==> config.mk <==
export PLATFORM = sky130hd
export DESIGN_NAME = rpm_top
export DESIGN_NICKNAME = d
export VERILOG_FILES = /design/src/rtl/rpm_pkg.sv /design/src/rtl/rpm_count.sv /design/src/rtl/rpm_top.sv
export VERILOG_INCLUDE_DIRS = /design/src /design/src/rtl
export SDC_FILE = /design/constraint.sdc
export NUM_CORES = 1
export LEC_CHECK = 0
export BUFFER_PORTS_ARGS = -buffer_cell sky130_fd_sc_hd__buf_2
export CAP_MARGIN = 15
export CORE_AREA = 2 2 76 78
export CTS_BUF_LIST = sky130_fd_sc_hd__clkbuf_4
export DETAILED_ROUTE_END_ITERATION = 12
export DIE_AREA = 0 0 78 80
export GPL_TIMING_DRIVEN = 1
export PLACE_DENSITY = 0.79
export SLEW_MARGIN = 10
export SYNTH_ARGS = -nofsm -noshare
export SYNTH_HDL_FRONTEND = slang
export SYNTH_HIERARCHICAL = 1
export SYNTH_SLANG_ARGS = --single-unit
==> constraint.sdc <==
create_clock -name i_clk -period 2.2 [get_ports i_clk]
set_input_delay 0.22 -clock i_clk [delete_from_list [all_inputs] [get_ports i_clk]]
set_output_delay 0.22 -clock i_clk [all_outputs]
set_load 0.005 [all_outputs]
==> src/rtl/rpm_defines.svh <==
`ifndef RPM_DEFINES_SVH
`define RPM_DEFINES_SVH

// power control register address on the special function bus
`define RPM_PWR_CTL_ADDR 8'h87

// field positions inside the power control register
`define RPM_BAUD_DBL_BIT 7
`define RPM_FE_SEL_BIT 6
`define RPM_RSVD_BIT 5
`define RPM_PWR_ON_BIT 4
`define RPM_USER1_BIT 3
`define RPM_USER0_BIT 2
`define RPM_DEEP_BIT 1
`define RPM_LIGHT_BIT 0

// reset value of the software fields
`define RPM_PWR_CTL_RESET 8'h00

// timing counts, in oscillator clock periods
`define RPM_POR_CYCLES 1024
`define RPM_WDOG_PULSE_CYCLES 96
`define RPM_KBD_WAKE_CYCLES 1024

`endif

==> src/rtl/rpm_pkg.sv <==
package rpm_pkg;

  // reset sources seen by the sequencer
  typedef struct packed {
    logic supply_ok;    // internal supply above safety level
    logic osc_ok;       // oscillator input is toggling
    logic rst_pin_n;    // level read back from the reset pin
    logic hw_wdog_ovf;  // hardware watchdog overflow pulse
    logic ca_wdog_rst;  // counter-array watchdog reset request
  } rpm_rst_src_t;

  // wake-up sources, keyboard and usb already enable-gated
  typedef struct packed {
    logic ext_irq_zero_n;  // external interrupt pin zero, active low
    logic ext_irq_one_n;   // external interrupt pin one, active low
    logic ext_zero_en;     // pin zero interrupt enabled
    logic ext_one_en;      // pin one interrupt enabled
    logic kbd_irq;         // enabled keyboard interrupt
    logic usb_irq;         // enabled usb interrupt
    logic any_irq;         // any enabled interrupt pending
  } rpm_wake_t;

  // special function register access from the cpu
  typedef struct packed {
    logic [7:0] addr;
    logic wr;
    logic rd;
    logic [7:0] wdata;
  } rpm_sfr_req_t;

  // low-power state machine, gray along run-idle-pd-wake
  typedef enum logic [2:0] {
    RPM_RUN = 3'h0,
    RPM_IDLE = 3'h1,
    RPM_PD = 3'h3,
    RPM_PD_EXT = 3'h2,
    RPM_PD_KBD = 3'h6
  } rpm_state_t;

endpackage

==> src/rtl/rpm_count.sv <==
`timescale 1ns/1ps
// saturating cycle counter, done after LIMIT running edges
module rpm_count #(
  parameter int LIMIT = 96
) (
  // clock and reset
  input wire logic i_clk,
  input wire logic i_rst_n,
  // control
  input wire logic i_clear,
  input wire logic i_run,
  // status
  output logic o_done
);
  localparam int W = $clog2(LIMIT + 1);
  localparam logic [W-1:0] LIM = W'(LIMIT);

  logic [W-1:0] cnt_r;  // elapsed running edges
  logic [W-1:0] cnt_nxt;
  logic done_r;  // count reached the limit
  logic done_nxt;

  // clear wins, then count until saturated
  assign cnt_nxt = i_clear ? '0 : ((i_run && !done_r) ? cnt_r + 1'b1 : cnt_r);
  assign done_nxt = !i_clear && (cnt_nxt == LIM);

  // state registers
  always_ff @(posedge i_clk) begin
    if (!i_rst_n) begin
      cnt_r <= '0;
      done_r <= 1'b0;
    end else begin
      cnt_r <= cnt_nxt;
      done_r <= done_nxt;
    end
  end

  assign o_done = done_r;
endmodule

==> src/rtl/rpm_top.sv <==
`timescale 1ns/1ps
`include "rpm_defines.svh"
module rpm_top
  import rpm_pkg::*;
#(
  parameter int POR_CYCLES = `RPM_POR_CYCLES,
  parameter int WDOG_PULSE_CYCLES = `RPM_WDOG_PULSE_CYCLES,
  parameter int KBD_WAKE_CYCLES = `RPM_KBD_WAKE_CYCLES
) (
  // clock and block reset
  input wire logic i_clk,
  input wire logic i_rst_n,
  // reset sources
  input wire rpm_rst_src_t i_rst_src,
  // wake-up sources
  input wire rpm_wake_t i_wake,
  // special function register access
  input wire rpm_sfr_req_t i_sfr,
  output logic [7:0] o_sfr_rdata,
  // serial control top bit sources
  input wire logic i_framing_error_bit,
  input wire logic i_serial_mode_high_bit,
  output logic o_serial_ctl_top_bit,
  output logic o_baud_doubler,
  // reset outputs
  output logic o_sys_rst,
  output logic o_rst_pin_n_out,
  output logic o_rst_pin_n_oe,
  // clock gating
  output logic o_cpu_clk_en,
  output logic o_periph_clk_en,
  output logic o_osc_en,
  // pin behaviour while sleeping
  output logic o_port_hold,
  output logic o_strobe_hold,
  output logic o_strobe_level,
  output logic o_port0_low_only,
  // low-power exit by interrupt, one cycle
  output logic o_lp_exit
);

  // ---------------- reset combination ----------------

  logic por_done;  // power-up count complete
  logic wd_act_r;  // watchdog pulse in progress
  logic wd_act_nxt;
  logic wd_done;  // watchdog pulse count complete
  logic sys_rst_r;  // combined internal reset
  logic sys_rst_nxt;
  logic pin_oe_r;  // driving the reset pin
  logic pin_oe_nxt;
  logic pin_out_r;  // level driven on the reset pin
  wire pwr_good = i_rst_src.supply_ok && i_rst_src.osc_ok;

  // power-up delay restarts whenever supply or oscillator is lost
  rpm_count #(
    .LIMIT(POR_CYCLES)
  ) u_por_cnt (
    .i_clk(i_clk),
    .i_rst_n(i_rst_n),
    .i_clear(!pwr_good),
    .i_run(1'b1),
    .o_done(por_done)
  );

  // watchdog pulse length counter, idle while no pulse runs
  rpm_count #(
    .LIMIT(WDOG_PULSE_CYCLES)
  ) u_wd_cnt (
    .i_clk(i_clk),
    .i_rst_n(i_rst_n),
    .i_clear(!wd_act_r),
    .i_run(1'b1),
    .o_done(wd_done)
  );

  // start on overflow, stop once the count completes
  assign wd_act_nxt = wd_act_r ? !wd_done : i_rst_src.hw_wdog_ovf;
  // pin driven low for exactly the counted window
  assign pin_oe_nxt = wd_act_r && !wd_done;

  // all sources ored; supply loss bypasses the counter
  assign sys_rst_nxt = !i_rst_src.supply_ok
                     || !por_done
                     || !i_rst_src.rst_pin_n
                     || i_rst_src.ca_wdog_rst
                     || wd_act_r;

  // reset registers, released on a clock edge
  always_ff @(posedge i_clk) begin
    if (!i_rst_n) begin
      sys_rst_r <= 1'b1;
      wd_act_r <= 1'b0;
      pin_oe_r <= 1'b0;
      pin_out_r <= 1'b0;
    end else begin
      sys_rst_r <= sys_rst_nxt;
      wd_act_r <= wd_act_nxt;
      pin_oe_r <= pin_oe_nxt;
      pin_out_r <= 1'b0;  // pin only ever pulled low
    end
  end

  // ---------------- power control register ----------------

  logic [7:0] power_control_r;  // stored register fields
  logic [7:0] power_control_nxt;
  logic [7:0] power_control_view;  // read view with reserved bit
  logic supply_prev_r;  // supply level one cycle ago
  logic lp_clear;  // interrupt exit clears sleep bits
  logic [7:0] rdata_q;  // registered read data
  logic [7:0] rdata_nxt;
  wire wr_hit = i_sfr.wr && (i_sfr.addr == `RPM_PWR_CTL_ADDR);
  wire rd_hit = i_sfr.rd && (i_sfr.addr == `RPM_PWR_CTL_ADDR);
  wire pof_set = i_rst_src.supply_ok && !supply_prev_r;  // supply came up

  // next value of each field
  always_comb begin
    power_control_nxt = power_control_r;
    if (wr_hit) begin
      power_control_nxt = i_sfr.wdata;
    end
    power_control_nxt[`RPM_RSVD_BIT] = 1'b0;
    if (lp_clear) begin
      power_control_nxt[`RPM_DEEP_BIT] = 1'b0;
      power_control_nxt[`RPM_LIGHT_BIT] = 1'b0;
    end
    if (sys_rst_r) begin
      // reset redefines the fields, the power-on flag survives
      power_control_nxt = `RPM_PWR_CTL_RESET;
      power_control_nxt[`RPM_PWR_ON_BIT] = power_control_r[`RPM_PWR_ON_BIT];
    end
    if (pof_set) begin
      power_control_nxt[`RPM_PWR_ON_BIT] = 1'b1;
    end
  end

  // read view: reserved bit forced to zero
  assign power_control_view = {power_control_r[7:6], 1'b0, power_control_r[4:0]};
  assign rdata_nxt = rd_hit ? power_control_view : 8'h00;

  // register storage and registered read data
  always_ff @(posedge i_clk) begin
    if (!i_rst_n) begin
      power_control_r <= `RPM_PWR_CTL_RESET;
      supply_prev_r <= 1'b0;
      rdata_q <= 8'h00;
    end else begin
      power_control_r <= power_control_nxt;
      supply_prev_r <= i_rst_src.supply_ok;
      rdata_q <= rdata_nxt;
    end
  end

  // ---------------- low-power state machine ----------------

  rpm_state_t state_r;  // current power mode
  rpm_state_t state_nxt;
  logic [1:0] held_r;  // external pins that woke the oscillator
  logic [1:0] held_nxt;
  logic kbd_done;  // keyboard wake delay complete
  wire deep_req = power_control_r[`RPM_DEEP_BIT];
  wire light_req = power_control_r[`RPM_LIGHT_BIT];
  wire [1:0] ext_low = {i_wake.ext_one_en && !i_wake.ext_irq_one_n,
                        i_wake.ext_zero_en && !i_wake.ext_irq_zero_n};
  wire [1:0] ext_rel = held_r & ~ext_low;  // held pin released

  // keyboard wake delay runs only in its own state
  rpm_count #(
    .LIMIT(KBD_WAKE_CYCLES)
  ) u_kbd_cnt (
    .i_clk(i_clk),
    .i_rst_n(i_rst_n),
    .i_clear(state_r != RPM_PD_KBD),
    .i_run(1'b1),
    .o_done(kbd_done)
  );

  // mode transitions
  always_comb begin
    state_nxt = state_r;
    held_nxt = held_r;
    lp_clear = 1'b0;
    unique case (state_r)
      RPM_RUN: begin
        // power-down takes priority when both bits are set
        if (deep_req) begin
          state_nxt = RPM_PD;
        end else if (light_req) begin
          state_nxt = RPM_IDLE;
        end
      end
      RPM_IDLE: begin
        // any enabled interrupt ends idle
        if (i_wake.any_irq) begin
          state_nxt = RPM_RUN;
          lp_clear = 1'b1;
        end
      end
      RPM_PD: begin
        // only the four listed sources can wake
        if (|ext_low) begin
          state_nxt = RPM_PD_EXT;
          held_nxt = ext_low;
        end else if (i_wake.kbd_irq) begin
          state_nxt = RPM_PD_KBD;
        end else if (i_wake.usb_irq) begin
          state_nxt = RPM_RUN;
          lp_clear = 1'b1;
        end
      end
      RPM_PD_EXT: begin
        // first released pin completes the exit
        held_nxt = held_r | ext_low;
        if (|ext_rel) begin
          state_nxt = RPM_RUN;
          held_nxt = 2'h0;
          lp_clear = 1'b1;
        end
      end
      RPM_PD_KBD: begin
        // resume only after the keyboard delay
        if (kbd_done) begin
          state_nxt = RPM_RUN;
          lp_clear = 1'b1;
        end
      end
      default: begin
        // illegal code recovers to run
        state_nxt = RPM_RUN;
        held_nxt = 2'h0;
      end
    endcase
  end

  // mode-derived controls, decided from the next state
  wire nxt_run = (state_nxt == RPM_RUN);
  wire nxt_idle = (state_nxt == RPM_IDLE);
  wire nxt_pd = (state_nxt == RPM_PD);
  wire nxt_wake = (state_nxt == RPM_PD_EXT) || (state_nxt == RPM_PD_KBD);

  logic cpu_en_r;  // cpu clock enable
  logic periph_en_r;  // peripheral clock enable
  logic osc_en_r;  // oscillator enable
  logic hold_r;  // ports frozen
  logic strobe_lvl_r;  // level held on the strobes
  logic p0_low_r;  // port zero open-drain style
  logic exit_r;  // interrupt exit pulse
  logic ser_top_r;  // serial control top bit view

  // state and output registers; reset exits to run
  // next reset value included so the cpu clock stops on the edge reset rises
  always_ff @(posedge i_clk) begin
    if (!i_rst_n || sys_rst_r || sys_rst_nxt) begin
      state_r <= RPM_RUN;
      held_r <= 2'h0;
      cpu_en_r <= 1'b0;
      periph_en_r <= 1'b0;
      osc_en_r <= 1'b1;
      hold_r <= 1'b0;
      strobe_lvl_r <= 1'b1;
      p0_low_r <= 1'b0;
      exit_r <= 1'b0;
    end else begin
      state_r <= state_nxt;
      held_r <= held_nxt;
      cpu_en_r <= nxt_run;
      periph_en_r <= nxt_run || nxt_idle;
      osc_en_r <= !nxt_pd;
      hold_r <= !nxt_run;
      strobe_lvl_r <= !(nxt_pd || nxt_wake);
      p0_low_r <= !nxt_run;
      exit_r <= lp_clear;
    end
  end

  // serial top bit selection follows the select field
  always_ff @(posedge i_clk) begin
    if (!i_rst_n) begin
      ser_top_r <= 1'b0;
    end else begin
      ser_top_r <= power_control_r[`RPM_FE_SEL_BIT] ? i_framing_error_bit : i_serial_mode_high_bit;
    end
  end

  // ---------------- outputs ----------------

  assign o_sfr_rdata = rdata_q;
  assign o_serial_ctl_top_bit = ser_top_r;
  assign o_baud_doubler = power_control_r[`RPM_BAUD_DBL_BIT];
  assign o_sys_rst = sys_rst_r;
  assign o_rst_pin_n_out = pin_out_r;
  assign o_rst_pin_n_oe = pin_oe_r;
  assign o_cpu_clk_en = cpu_en_r;
  assign o_periph_clk_en = periph_en_r;
  assign o_osc_en = osc_en_r;
  assign o_port_hold = hold_r;
  assign o_strobe_hold = hold_r;
  assign o_strobe_level = strobe_lvl_r;
  assign o_port0_low_only = p0_low_r;
  assign o_lp_exit = exit_r;

endmodule

# After elaboration in Yosys (flattened, before gate mapping)
# Cells that the tools add are included.
# totals
ff_bits,63
out_inout_bits,21
# classes
addsub,3
eq_ne,15
n_mux,31
n_bitwise,5
n_reduce_logical,42
# ops
op,n
$mux 11,4
$mux 3,8
$add 11x1->11 const B,2
$eq 11x11->1 const B,2
$pmux 3 s5,1
$mux 7,2
$eq 3x2->1 const B,4
$logic_not 1->1,12
$logic_and 1x1->1,10
$mux 5,2
$logic_or 1x1->1,9
$mux 1,9
$eq 8x8->1 const B,1
$add 7x1->7 const B,1
$eq 7x7->1 const B,1
$eq 3x1->1 const B,2
$eq 3x3->1 const B,2
$logic_not 3->1,2
$mux 2,3
$pmux 2 s3,1
$reduce_and 2->1,3
$reduce_or 2->1,3
$reduce_or 3->1,2
$pmux 1 s4,1
8 further kinds,9

# Longest topological paths before layout
# Gate-level depths: netlist of run 1.
# depth
word_depth,11
ltp_mapped,7
ltp_nobuf,7

# By module
# Netlist of run 1, hierarchy kept.
# modules_own_cells
mod,n_inst,cells_per_inst,area_per_inst_um2,seq_area_each_um2
rpm_count at u_kbd_cnt ...,2,75,659.4,240.2
rpm_top,1,129,1238.7,600.6
rpm_count at u_wd_cnt,1,45,415.4,160.2

# Worst setup path after synthesis of run 1
# Ideal clock, no wire load.
# synth_path
kind,register to register
startpoint,register u_kbd_cnt.cnt_r[0]
endpoint,register u_kbd_cnt.done_r (netlist: u_kbd_cnt/o_done)
setup_ns,0.087
arrival_ns,1.509
t_required_ns,2.113
setup_slack_ns,0.604
stages_incl_launch_ff,8
period_less_slack_ns,1.596
cell_sequence,dfxtp_1 -> ha_1 -> and3b_1 -> buf_2 -> maj3_2 -> o21ai_0 -> nand2_1 -> nor4b_2
# synth_via
elab_chain_cells,5
# synth_rtl
item,line_no,text
start: declaration,rpm_count.sv:18,logic [W-1:0] cnt_r;
start signal: assignment,rpm_count.sv:33,cnt_r <= cnt_nxt;
$add 11x1->11,rpm_count.sv:24,assign cnt_nxt = i_clear ? '0 : ((i_run && !done_r) ? cnt_r + 1'b1 : cnt_r);
$mux 11 * (2 in a row),rpm_count.sv:24,
$eq 11x11->1 *,rpm_count.sv:25,assign done_nxt = !i_clear && (cnt_nxt == LIM);
$logic_and 1x1->1 *,rpm_count.sv:25,
end signal: assignment,rpm_count.sv:34,done_r <= done_nxt;
end: declaration,rpm_count.sv:20,logic done_r;
# Mark *: on every way between the ends. The rest lies on a longest branch, timed or not.
# A chain may end at the register's enable or synchronous reset.

# Worst setup path after layout of run 1
# layout_path
startpoint,register state_r[1]
endpoint,register u_kbd_cnt.done_r (netlist: u_kbd_cnt/o_done)
# layout_via
elab_chain_cells,4
# layout_rtl
item,line_no,text
start: declaration,rpm_top.sv:157,rpm_state_t state_r;
start signal: assignment,rpm_top.sv:265,state_r <= state_nxt;
$ne 3x3->1 *,rpm_top.sv:174,".i_clear(state_r != RPM_PD_KBD),"
$mux 11,rpm_count.sv:24,
$eq 11x11->1,rpm_count.sv:25,
$logic_and 1x1->1 *,rpm_count.sv:25,
# Marks and branches as above.

==> results.tsv, run 1 <==
metric	value	unit
outcome	complete, no violations	
Net Sw Frac	0.2578	
initial core utilization	0.5500	
Die H	80	µm
M2 GR Usage	0.3474	
wire per inst	12.60	µm
P_leak	1.419	nW
FF-to-FF Start	state_r[1]	
vias post-DR	2422	
largest net degree at the start of global routing	13	
initial antenna violation count	0	
H-tree Lvls	3	
GRT Util Overall	0.2045	
CTS tree	done	
delay of the slowest critical-path stage	490	ps
nature of the critical path endpoint	register	
Max Cap Viol	0	
Detailed Place HPWL	4.239	mm
# clock sinks	62	
Yosys cell types	54	
Crit path top cell by count	nand2_1	
gr busiest metal	met2	
setup violators final	0	
Post-route DRC	0	
drt via density	5.311	
num rows	27	
P_sw	0.0004880	W
buffer count from post-CTS setup fixing	0	
clock network power share	0.354	
FF-to-FF path depth	6	
Post-Syn Area	2973	µm²
crit path kind	register to register	
maximum ir drop on the vdd rail	0.4288	mV
asr flop ratio synth	0	
CP delay by family, top	simple AND/OR/NAND/NOR gates	
vias in the first global route	2298	
layout cells sized above 1	0.2188	
main area contributors after synthesis	dfxtp_1, xor2_1, nor2_1, xnor2_1, mux2i_1	
Final min period	1745	ps
hold_buf cts	0	
CTS clk-pin slew, worst paths	120	ps
Comb power frac	0.047	
R2R Path End	u_kbd_cnt/o_done	
worst path cell trace	nor2b_1 > nand2_1 > inv_1 > nand2_1 > nor2_2 > nor4b_2	
Critical Path Source Type	register	
Worst Path Required	2530	ps
# IOs	55	
Crit path arrival time	2070	ps
DRT Pass-1 Iters	4	
sum of buffers and inverters on the critical path	1	
Internal	0.001405	W
fin crit share	0.7931	
Die X-Extent	78	µm
setup TNS	0	ps
post-synthesis sequential area ratio	0.4175	
PwrDens	563.4	nW/µm²
area delta synth->final	13.00	%
Post-synth EDFFs	0	
Max Slew Vio Count	0	
ys flop type	dfxtp_1	
clk buf depth	2	
Ys Warns	6	
Hold/Removal Path Class	primary input to register	
grt met3 use	0.05430	
first-pass GRT wire length	9.977	mm
CORE AREA	5405	µm²
CTS Buf Count	9	
Hold Crit Start	i_sfr[2]	
Avg Synthesized Cell Area	9.175	µm²
gpl congestion	0.8340	
max frequency	0.5731	GHz
Final Hold Fails	0	
RSZ-0062 raised after global routing	no	
Antenna Nets Post-Route	0	
register share of total power	0.599	
Synth Register Bits	62	
Yosys top cell area share	0.4175	
final wirelength	5.745	mm
hold depth	3	
nets	416	
Reg2Reg Setup Slack	460	ps
crit path max fanout	10	
initial DRC count	138	
Hold Path End	power_control_r[2]	
Design Power	0.001893	W
Die Area	6240	µm²
PortBufs	51	
latest clock arrival within the worst-skew pair	410	ps
Max Clock Skew	17.44	ps
post_cts resized	0	
slowest CP cell	dfxtp_1	
cell accounting for the most synthesized area	dfxtp_1	
Mapped Cells	324	
grt met1 use	0.2426	
CTS Root Cell	clkbuf_4	
diode count	0	
GR Overflow Total	0	
## synthesized netlist by cell type, types with 6 or more instances
master,n
dfxtp_1,62
nor2_1,39
xor2_1,21
nand2_1,17
nand3_1,16
and2_1,14
xnor2_1,12
buf_4,10
mux2i_1,10
a21oi_1,9
nand2b_1,9
nand4_1,9
inv_1,8
a31oi_1,7
nor2b_1,6
nor3_1,6
o21ai_0,6
## registers in the layout (all words and copies together) (netlist names), 2 cells and up
signal and count:
u_por_cnt/cnt_r 11, held_r 2, o_sfr_rdata 7, state_r 3, u_wd_cnt/cnt_r 7, u_kbd_cnt/cnt_r 11
power_control_r 7
## through the flow
step / instances / util / hold slack [ps] / area [µm²] / setup slack (ps)
6_report: 456 / 0.6215 / 50.20 / 3359 / 455.1
5_1_grt: 456 / 0.6215 / 19.58 / 3359 / 179.2
4_1_cts: 456 / 0.6215 / 21.44 / 3359 / 423.2
3_5_place_dp: 440 / 0.5995 / 439.2 / 3241 / 464.1
3_3_place_gp: 440 / 0.5995 / 433.1 / 3241 / 520.2
2_1_floorplan: 334 / - / 341.7 / 3010 / 603.7
## routing by layer
layer  up-vias  routed length [µm]
li1       1222                   -
met4         0                 104
met3        10                 295
met5         -                   0
met1      1131                2531
met2        59                2813
## how the worst max path moves through the flow
stage,start,endpoint,slack [ps],depth (start not counted)
finish,state_r[1],u_kbd_cnt/o_done,460,6
global route,state_r[1],u_kbd_cnt/o_done,180,6
CTS,u_kbd_cnt/cnt_r[0],u_kbd_cnt/o_done,420,6
detailed placement,u_kbd_cnt/cnt_r[0],u_kbd_cnt/o_done,460,6
global placement,u_por_cnt/cnt_r[0],u_por_cnt/o_done,520,6
floorplan,u_kbd_cnt/cnt_r[0],u_kbd_cnt/o_done,600,7
## cell type report
cell class | instances | area [µm²]
Fill cell | 475 | 2046
Multi-Input combinational cell | 247 | 1624
Sequential cell | 62 | 1241
Timing Repair Buffer | 51 | 255.2
Tap cell | 72 | 90.09
Clock buffer | 9 | 67.56
Clock inverter | 7 | 51.30
Inverter | 8 | 30.03
## placed cells by master, fill, tap and decap left out, types with 6 or more instances in the layout
cell	instances
a21oi_1	9
a31oi_1	7
and2_1	14
buf_2	51
clkbuf_4	9
conb_1	12
dfxtp_1	62
inv_1	8
mux2i_1	10
nand2_1	17
nand2b_1	9
nand3_1	16
nand4_1	9
nor2_1	39
nor2b_1	6
nor3_1	6
o21ai_0	6
xnor2_1	12
xor2_1	21
## cells by family (layout without fill, tap and decap cells)
family | Yosys count | in the layout | synth area share
flip-flops | 62 | 62 | 0.4175
adder cells (fa/ha/maj) | 5 | 5 | 0.02020
XOR/XNOR | 33 | 33 | 0.09722
multiplexers | 10 | 10 | 0.03367
AND/OR/NAND/NOR | 151 | 151 | 0.2992
buffers and inverters | 25 | 75 | 0.04882
AO/OA/AOI/OAI | 36 | 36 | 0.08081
other | 2 | 12 | 0.002526
## power by group through the flow
stage / logic, W / clock network, W / registers (W)
2_1_floorplan: 0.0000498 / 0 / 0.00116
3_3_place_gp: 0.0000857 / 0 / 0.00116
3_5_place_dp: 0.0000882 / 0 / 0.00116
4_1_cts: 0.0000888 / 0.000704 / 0.00113
5_1_grt: 0.000100 / 0.000755 / 0.00114
6_report: 0.0000890 / 0.000670 / 0.00113
## worst register-to-register path, stage by stage (launching register included)
cell     delay (ps)
dfxtp_1         490
nor2b_1         320
nand2_1         150
inv_1           100
nand2_1         230
nor2_2          180
nor4b_2         190
Power figures use the tool's default switching activity.
==> inputs of run 2 (changes only) <==
==> constraint.sdc (replaced) <==
create_clock -name i_clk -period 1.8 [get_ports i_clk]
set_input_delay 0.18 -clock i_clk [delete_from_list [all_inputs] [get_ports i_clk]]
set_output_delay 0.18 -clock i_clk [all_outputs]
set_load 0.005 [all_outputs]
==> results.tsv, run 2 (synthesis gave the netlist of run 1 again) <==
metric	value	unit	change
outcome	complete, no violations		
initial DRC count	145		+5.1%
Detailed Place HPWL	4.207	mm	-0.75%
CORE AREA	5405	µm²	unchanged
Post-route DRC	0		unchanged
H-tree Lvls	3		unchanged
CTS Root Cell	clkbuf_4		
setup violators final	0		unchanged
Die Area	6240	µm²	unchanged
maximum ir drop on the vdd rail	0.3639	mV	-15%
GRT Util Overall	0.2040		-0.0005321
CTS clk-pin slew, worst paths	110	ps	about the same
gpl congestion	0.8498		+1.9%
DRT Pass-1 Iters	4		unchanged
Hold Crit Start	i_sfr[3]		
P_leak	1.481	nW	+4.4%
slowest CP cell	dfxtp_1		
max frequency	0.5959	GHz	+4.0%
nets	425		+2.2%
CTS Buf Count	9		unchanged
drt via density	5.218		-1.8%
post-layout util	0.6410		+0.01944
gr busiest metal	met2		
R2R Path End	u_kbd_cnt/o_done		
num rows	27		unchanged
worst path cell trace	ha_1 > and3b_2 > xor2_1 > o2bb2ai_1 > a31oi_1 > nor4b_2		
initial core utilization	0.5500		unchanged
vias post-DR	2421		-0.041%
# clock sinks	62		unchanged
CP delay by family, top	simple AND/OR/NAND/NOR gates		
vias in the first global route	2294		-0.17%
crit path max fanout	9		-1
# IOs	55		unchanged
Final Hold Fails	0		unchanged
fin crit share	0.9322		+0.1391
nature of the critical path endpoint	register		
Crit path arrival time	1990	ps	-80 ps
RSZ-0062 raised after global routing	no		
FF-to-FF path depth	6		unchanged
Max Clock Skew	14.74	ps	-2.703 ps
clk buf depth	2		unchanged
GR Overflow Total	0		unchanged
diode count	0		unchanged
top flop regs	u_kbd_cnt/cnt_r: 11 flops, u_por_cnt/cnt_r: 11 flops		
crit path kind	register to register		
Hold/Removal Path Class	primary input to register		
wire per inst	12.79	µm	+1.5%
Worst Path Required	2110	ps	-420 ps
area delta synth->final	16.54	%	
setup TNS	0	ps	unchanged
CTS tree	done		
Critical Path Source Type	register		
final wirelength	5.935	mm	+3.3%
PortBufs	51		unchanged
Reg2Reg Setup Slack	120	ps	-330 ps
latest clock arrival within the worst-skew pair	390	ps	-20 ps
Antenna Nets Post-Route	0		unchanged
most frequent cells in the layout	dfxtp_1, buf_2, nor2_1, xor2_1, nand2_1		
initial antenna violation count	0		unchanged
Final min period	1678	ps	-66.85 ps
sum of buffers and inverters on the critical path	0		-1
Design Power	0.002529	W	+34%
M2 GR Usage	0.3552		+0.007759
layout cells sized above 1	0.2296		+0.01084
Die X-Extent	78	µm	unchanged
PwrDens	730.1	nW/µm²	+30%
commonest non-fill, non-tap cell in the layout	dfxtp_1		
Die H	80	µm	unchanged
largest net degree at the start of global routing	12		-1
hold depth	3		unchanged
grt met1 use	0.2410		-0.001580
Hold Path End	power_control_r[3]		
fillcell total	469		-1.3%
FF-to-FF Start	u_kbd_cnt/cnt_r[1]		
Worst Setup SP	u_kbd_cnt/cnt_r[1]		
first-pass GRT wire length	10.06	mm	+0.83%
grt met3 use	0.04977		-0.004525
Max Cap Viol	0		unchanged
Max Slew Vio Count	0		unchanged
delay of the slowest critical-path stage	360	ps	-130 ps
==> run 2: cell types whose count changed in the layout (fill, tap and decap cells not counted), sizes merged <==
| cell | before | now |
|---|---|---|
| buf | 51 | 57 |
| clkinvlp | 2 | 0 |
| bufinv | 0 | 2 |
| dlygate4sd3 | 0 | 3 |
| clkinv | 5 | 4 |
==> run 2: how the worst max path moves through the flow <==
stage | to | slack, ps | depth (start not counted)
6_report | u_kbd_cnt/o_done | 120 | 6
5_1_grt | u_por_cnt/o_done | 10 | 6
4_1_cts | u_kbd_cnt/o_done | 40 | 6
3_5_place_dp | u_kbd_cnt/o_done | 90 | 6
3_3_place_gp | u_kbd_cnt/o_done | 140 | 6
2_1_floorplan | u_kbd_cnt/o_done | 200 | 7
==> run 2: cell type report <==
cell class	instances	area, µm²	area share
multi-input combinational	247	1627	0.4695
sequential	62	1242	0.3586
timing repair buffer	60	330.3	0.09534
tap	72	90.09	0.02600
clock inverter	6	77.57	0.02239
clock buffer	9	67.56	0.01950
inverter	8	30.03	0.008667
==> run 2: what timing repair did <==
item                                   4_1_cts  5_1_grt
setup buffers                                0        1
resized for setup                            0        3
hold buffers                                 3        0
setup endpoints to repair                    0        2
endpoints found under the hold margin        3        0
==> run 2: worst register-to-register path: cells and delay by family (launching register included) <==
family,cells,cell delay (ps)
flip-flops,1,360
adder cells (fa/ha/maj),1,190
XOR/XNOR,1,170
AO/OA/AOI/OAI,2,360
AND/OR/NAND/NOR,2,520
==> run 2: metrics by stage <==
stage	area (µm²)	setup WS (ps)	std cells	hold slack [ps]
final	3465	122.0	464	51.17
after global routing	3465	13.14	464	25.94
after global placement	3278	137.3	445	412.8
after CTS	3453	40.05	463	0.7751
after detailed placement	3278	93.38	445	422.7
after floorplan	3010	203.7	334	301.7
==> run 2: routing by layer <==
metal  share of wire  vias up
li1                -     1238
met1            0.45     1129
met2            0.50       48
met3           0.038        6
met4           0.011        0
met5               0        -
==> run 2: power by group <==
part           total, W  leakage (nW)  internal (W)  switching [W]
combinational  0.000115         0.899     0.0000567      0.0000580
sequential      0.00138         0.501       0.00138     0.00000519
clock           0.00103        0.0806      0.000543       0.000487
total           0.00253          1.48       0.00198       0.000550
==> inputs of run 3 (changes only) <==
--- a/config.mk
+++ b/config.mk
@@ -8,12 +8,12 @@
 export LEC_CHECK = 0
 export BUFFER_PORTS_ARGS = -buffer_cell sky130_fd_sc_hd__buf_2
 export CAP_MARGIN = 15
-export CORE_AREA = 2 2 76 78
+export CORE_AREA = 2 2 74 76
 export CTS_BUF_LIST = sky130_fd_sc_hd__clkbuf_4
 export DETAILED_ROUTE_END_ITERATION = 12
-export DIE_AREA = 0 0 78 80
+export DIE_AREA = 0 0 76 78
 export GPL_TIMING_DRIVEN = 1
-export PLACE_DENSITY = 0.79
+export PLACE_DENSITY = 0.83
 export SLEW_MARGIN = 10
 export SYNTH_ARGS = -nofsm -noshare
 export SYNTH_HDL_FRONTEND = slang
==> constraint.sdc (replaced) <==
create_clock -name i_clk -period 2 [get_ports i_clk]
set_input_delay 0.2 -clock i_clk [delete_from_list [all_inputs] [get_ports i_clk]]
set_output_delay 0.2 -clock i_clk [all_outputs]
set_load 0.005 [all_outputs]
==> results.tsv, run 3 (synthesis gave the netlist of run 1 again) <==
metric	value	unit	change
outcome	complete, no violations		
Max Cap Viol	0		unchanged
maximum ir drop on the vdd rail	0.4668	mV	+28%
Die H	78	µm	-2.5%
crit path kind	register to register		
max frequency	0.5693	GHz	-4.5%
GR Overflow Total	0		unchanged
Die X-Extent	76	µm	-2.6%
# IOs	55		unchanged
DRT Pass-1 Iters	4		unchanged
crit path max fanout	9		unchanged
clk buf depth	2		unchanged
Die Area	5928	µm²	-5.0%
num rows	26		-3.7%
latest clock arrival within the worst-skew pair	390	ps	about the same
CTS Root Cell	clkbuf_4		
hold_buf cts	0		-3
largest net degree at the start of global routing	13		+1
Worst Path Required	2320	ps	+210 ps
Inst Count DP	440		-1.1%
buffer count from post-CTS setup fixing	0		unchanged
Design Power	0.002207	W	-13%
Post-route DRC	0		unchanged
first-pass GRT wire length	9.666	mm	-3.9%
multi-input logic area	1624	µm²	-0.15%
Detailed Place HPWL	4.197	mm	-0.24%
CTS tree	done		
fin crit share	0.8783		-0.05392
initial DRC count	97		-33%
fillcell total	417		-11%
Hold/Removal Path Class	primary input to register		
setup TNS	0	ps	unchanged
GRT Util Overall	0.2014		-0.002511
Final min period	1757	ps	+78.60 ps
final wirelength	5.749	mm	-3.1%
top flop regs	u_kbd_cnt/cnt_r: 11 flops, u_por_cnt/cnt_r: 11 flops		
wire per inst	12.61	µm	-1.4%
CORE AREA	5042	µm²	-6.7%
nature of the critical path endpoint	register		
# clock sinks	62		unchanged
Max Clock Skew	12.33	ps	-2.404 ps
final instance count without filler cells	456		-1.7%
Final Hold Fails	0		unchanged
drt via density	5.248		+0.58%
post-layout util	0.6732		+0.03223
layout cells sized above 1	0.2228		-0.006794
initial core utilization	0.5896		+0.03958
gpl congestion	0.8273		-2.6%
diode count	0		unchanged
area delta synth->final	14.18	%	
Critical Path Source Type	register		
P_leak	1.443	nW	-2.6%
Antenna Nets Post-Route	0		unchanged
setup ws final	243.4	ps	+121.4 ps
setup violators final	0		unchanged
flip-flop and latch area	1241	µm²	-0.10%
post_cts resized	0		unchanged
PortBufs	51		unchanged
initial antenna violation count	0		unchanged
nets	418		-1.6%
H-tree Lvls	3		unchanged
CTS clk-pin slew, worst paths	110	ps	about the same
Crit path arrival time	2070	ps	+80 ps
CTS Buf Count	9		unchanged
vias in the first global route	2279		-0.65%
vias post-DR	2393		-1.2%
most frequent cells in the layout	dfxtp_1, buf_2, nor2_1, xor2_1, nand2_1		
RSZ-0062 raised after global routing	no		
PwrDens	650.0	nW/µm²	-11%
pre-CTS WS	249.8	ps	+156.4 ps
Max Slew Vio Count	0		unchanged
commonest non-fill, non-tap cell in the layout	dfxtp_1		
run 3: worst max-delay path: stages, from the launching register on:
cell and delay [ps]:
dfxtp_1 370, ha_1 200, and3b_1 300, maj3_2 340, o21ai_0 170, nand2_1 100, nor4b_2 210
run 3: final timing paths:
kind,startpoint,end,slack (ps),depth (start not counted)
min,i_serial_mode_high_bit,o_serial_ctl_top_bit,30,3
min reg2reg,power_control_r[4],o_sfr_rdata[4],440,1
max,u_kbd_cnt/cnt_r[0],u_kbd_cnt/o_done,240,6
max reg2reg,u_kbd_cnt/cnt_r[0],u_kbd_cnt/o_done,240,6
run 3: metal layers:
metal	track usage	up-vias	share of wire
li1	-	1226	-
met1	0.2350	1100	0.44
met2	0.3563	56	0.49
met3	0.04186	11	0.049
met4	0.09273	0	0.019
met5	0	-	0
run 3: per-stage QoR:
step           hold WS, ps  area, µm²
2_1_floorplan        321.7       3010
3_3_place_gp         430.8       3253
3_5_place_dp         431.1       3253
4_1_cts              13.29       3395
5_1_grt              22.28       3395
6_report             28.51       3395
run 3: power breakdown:
group,switching (W),total (W),internal (W)
combinational,0.0000497,0.0000968,0.0000471
clock,0.000478,0.000863,0.000385
sequential,0.00000439,0.00125,0.00124
total,0.000533,0.00221,0.00167
run 3: cell type report:
type | count | area share
sequential | 62 | 0.3656
multi-input combinational | 247 | 0.4784
clock buffer | 9 | 0.01990
clock inverter | 7 | 0.02175
timing repair buffer | 53 | 0.07962
tap | 70 | 0.02580
inverter | 8 | 0.008846
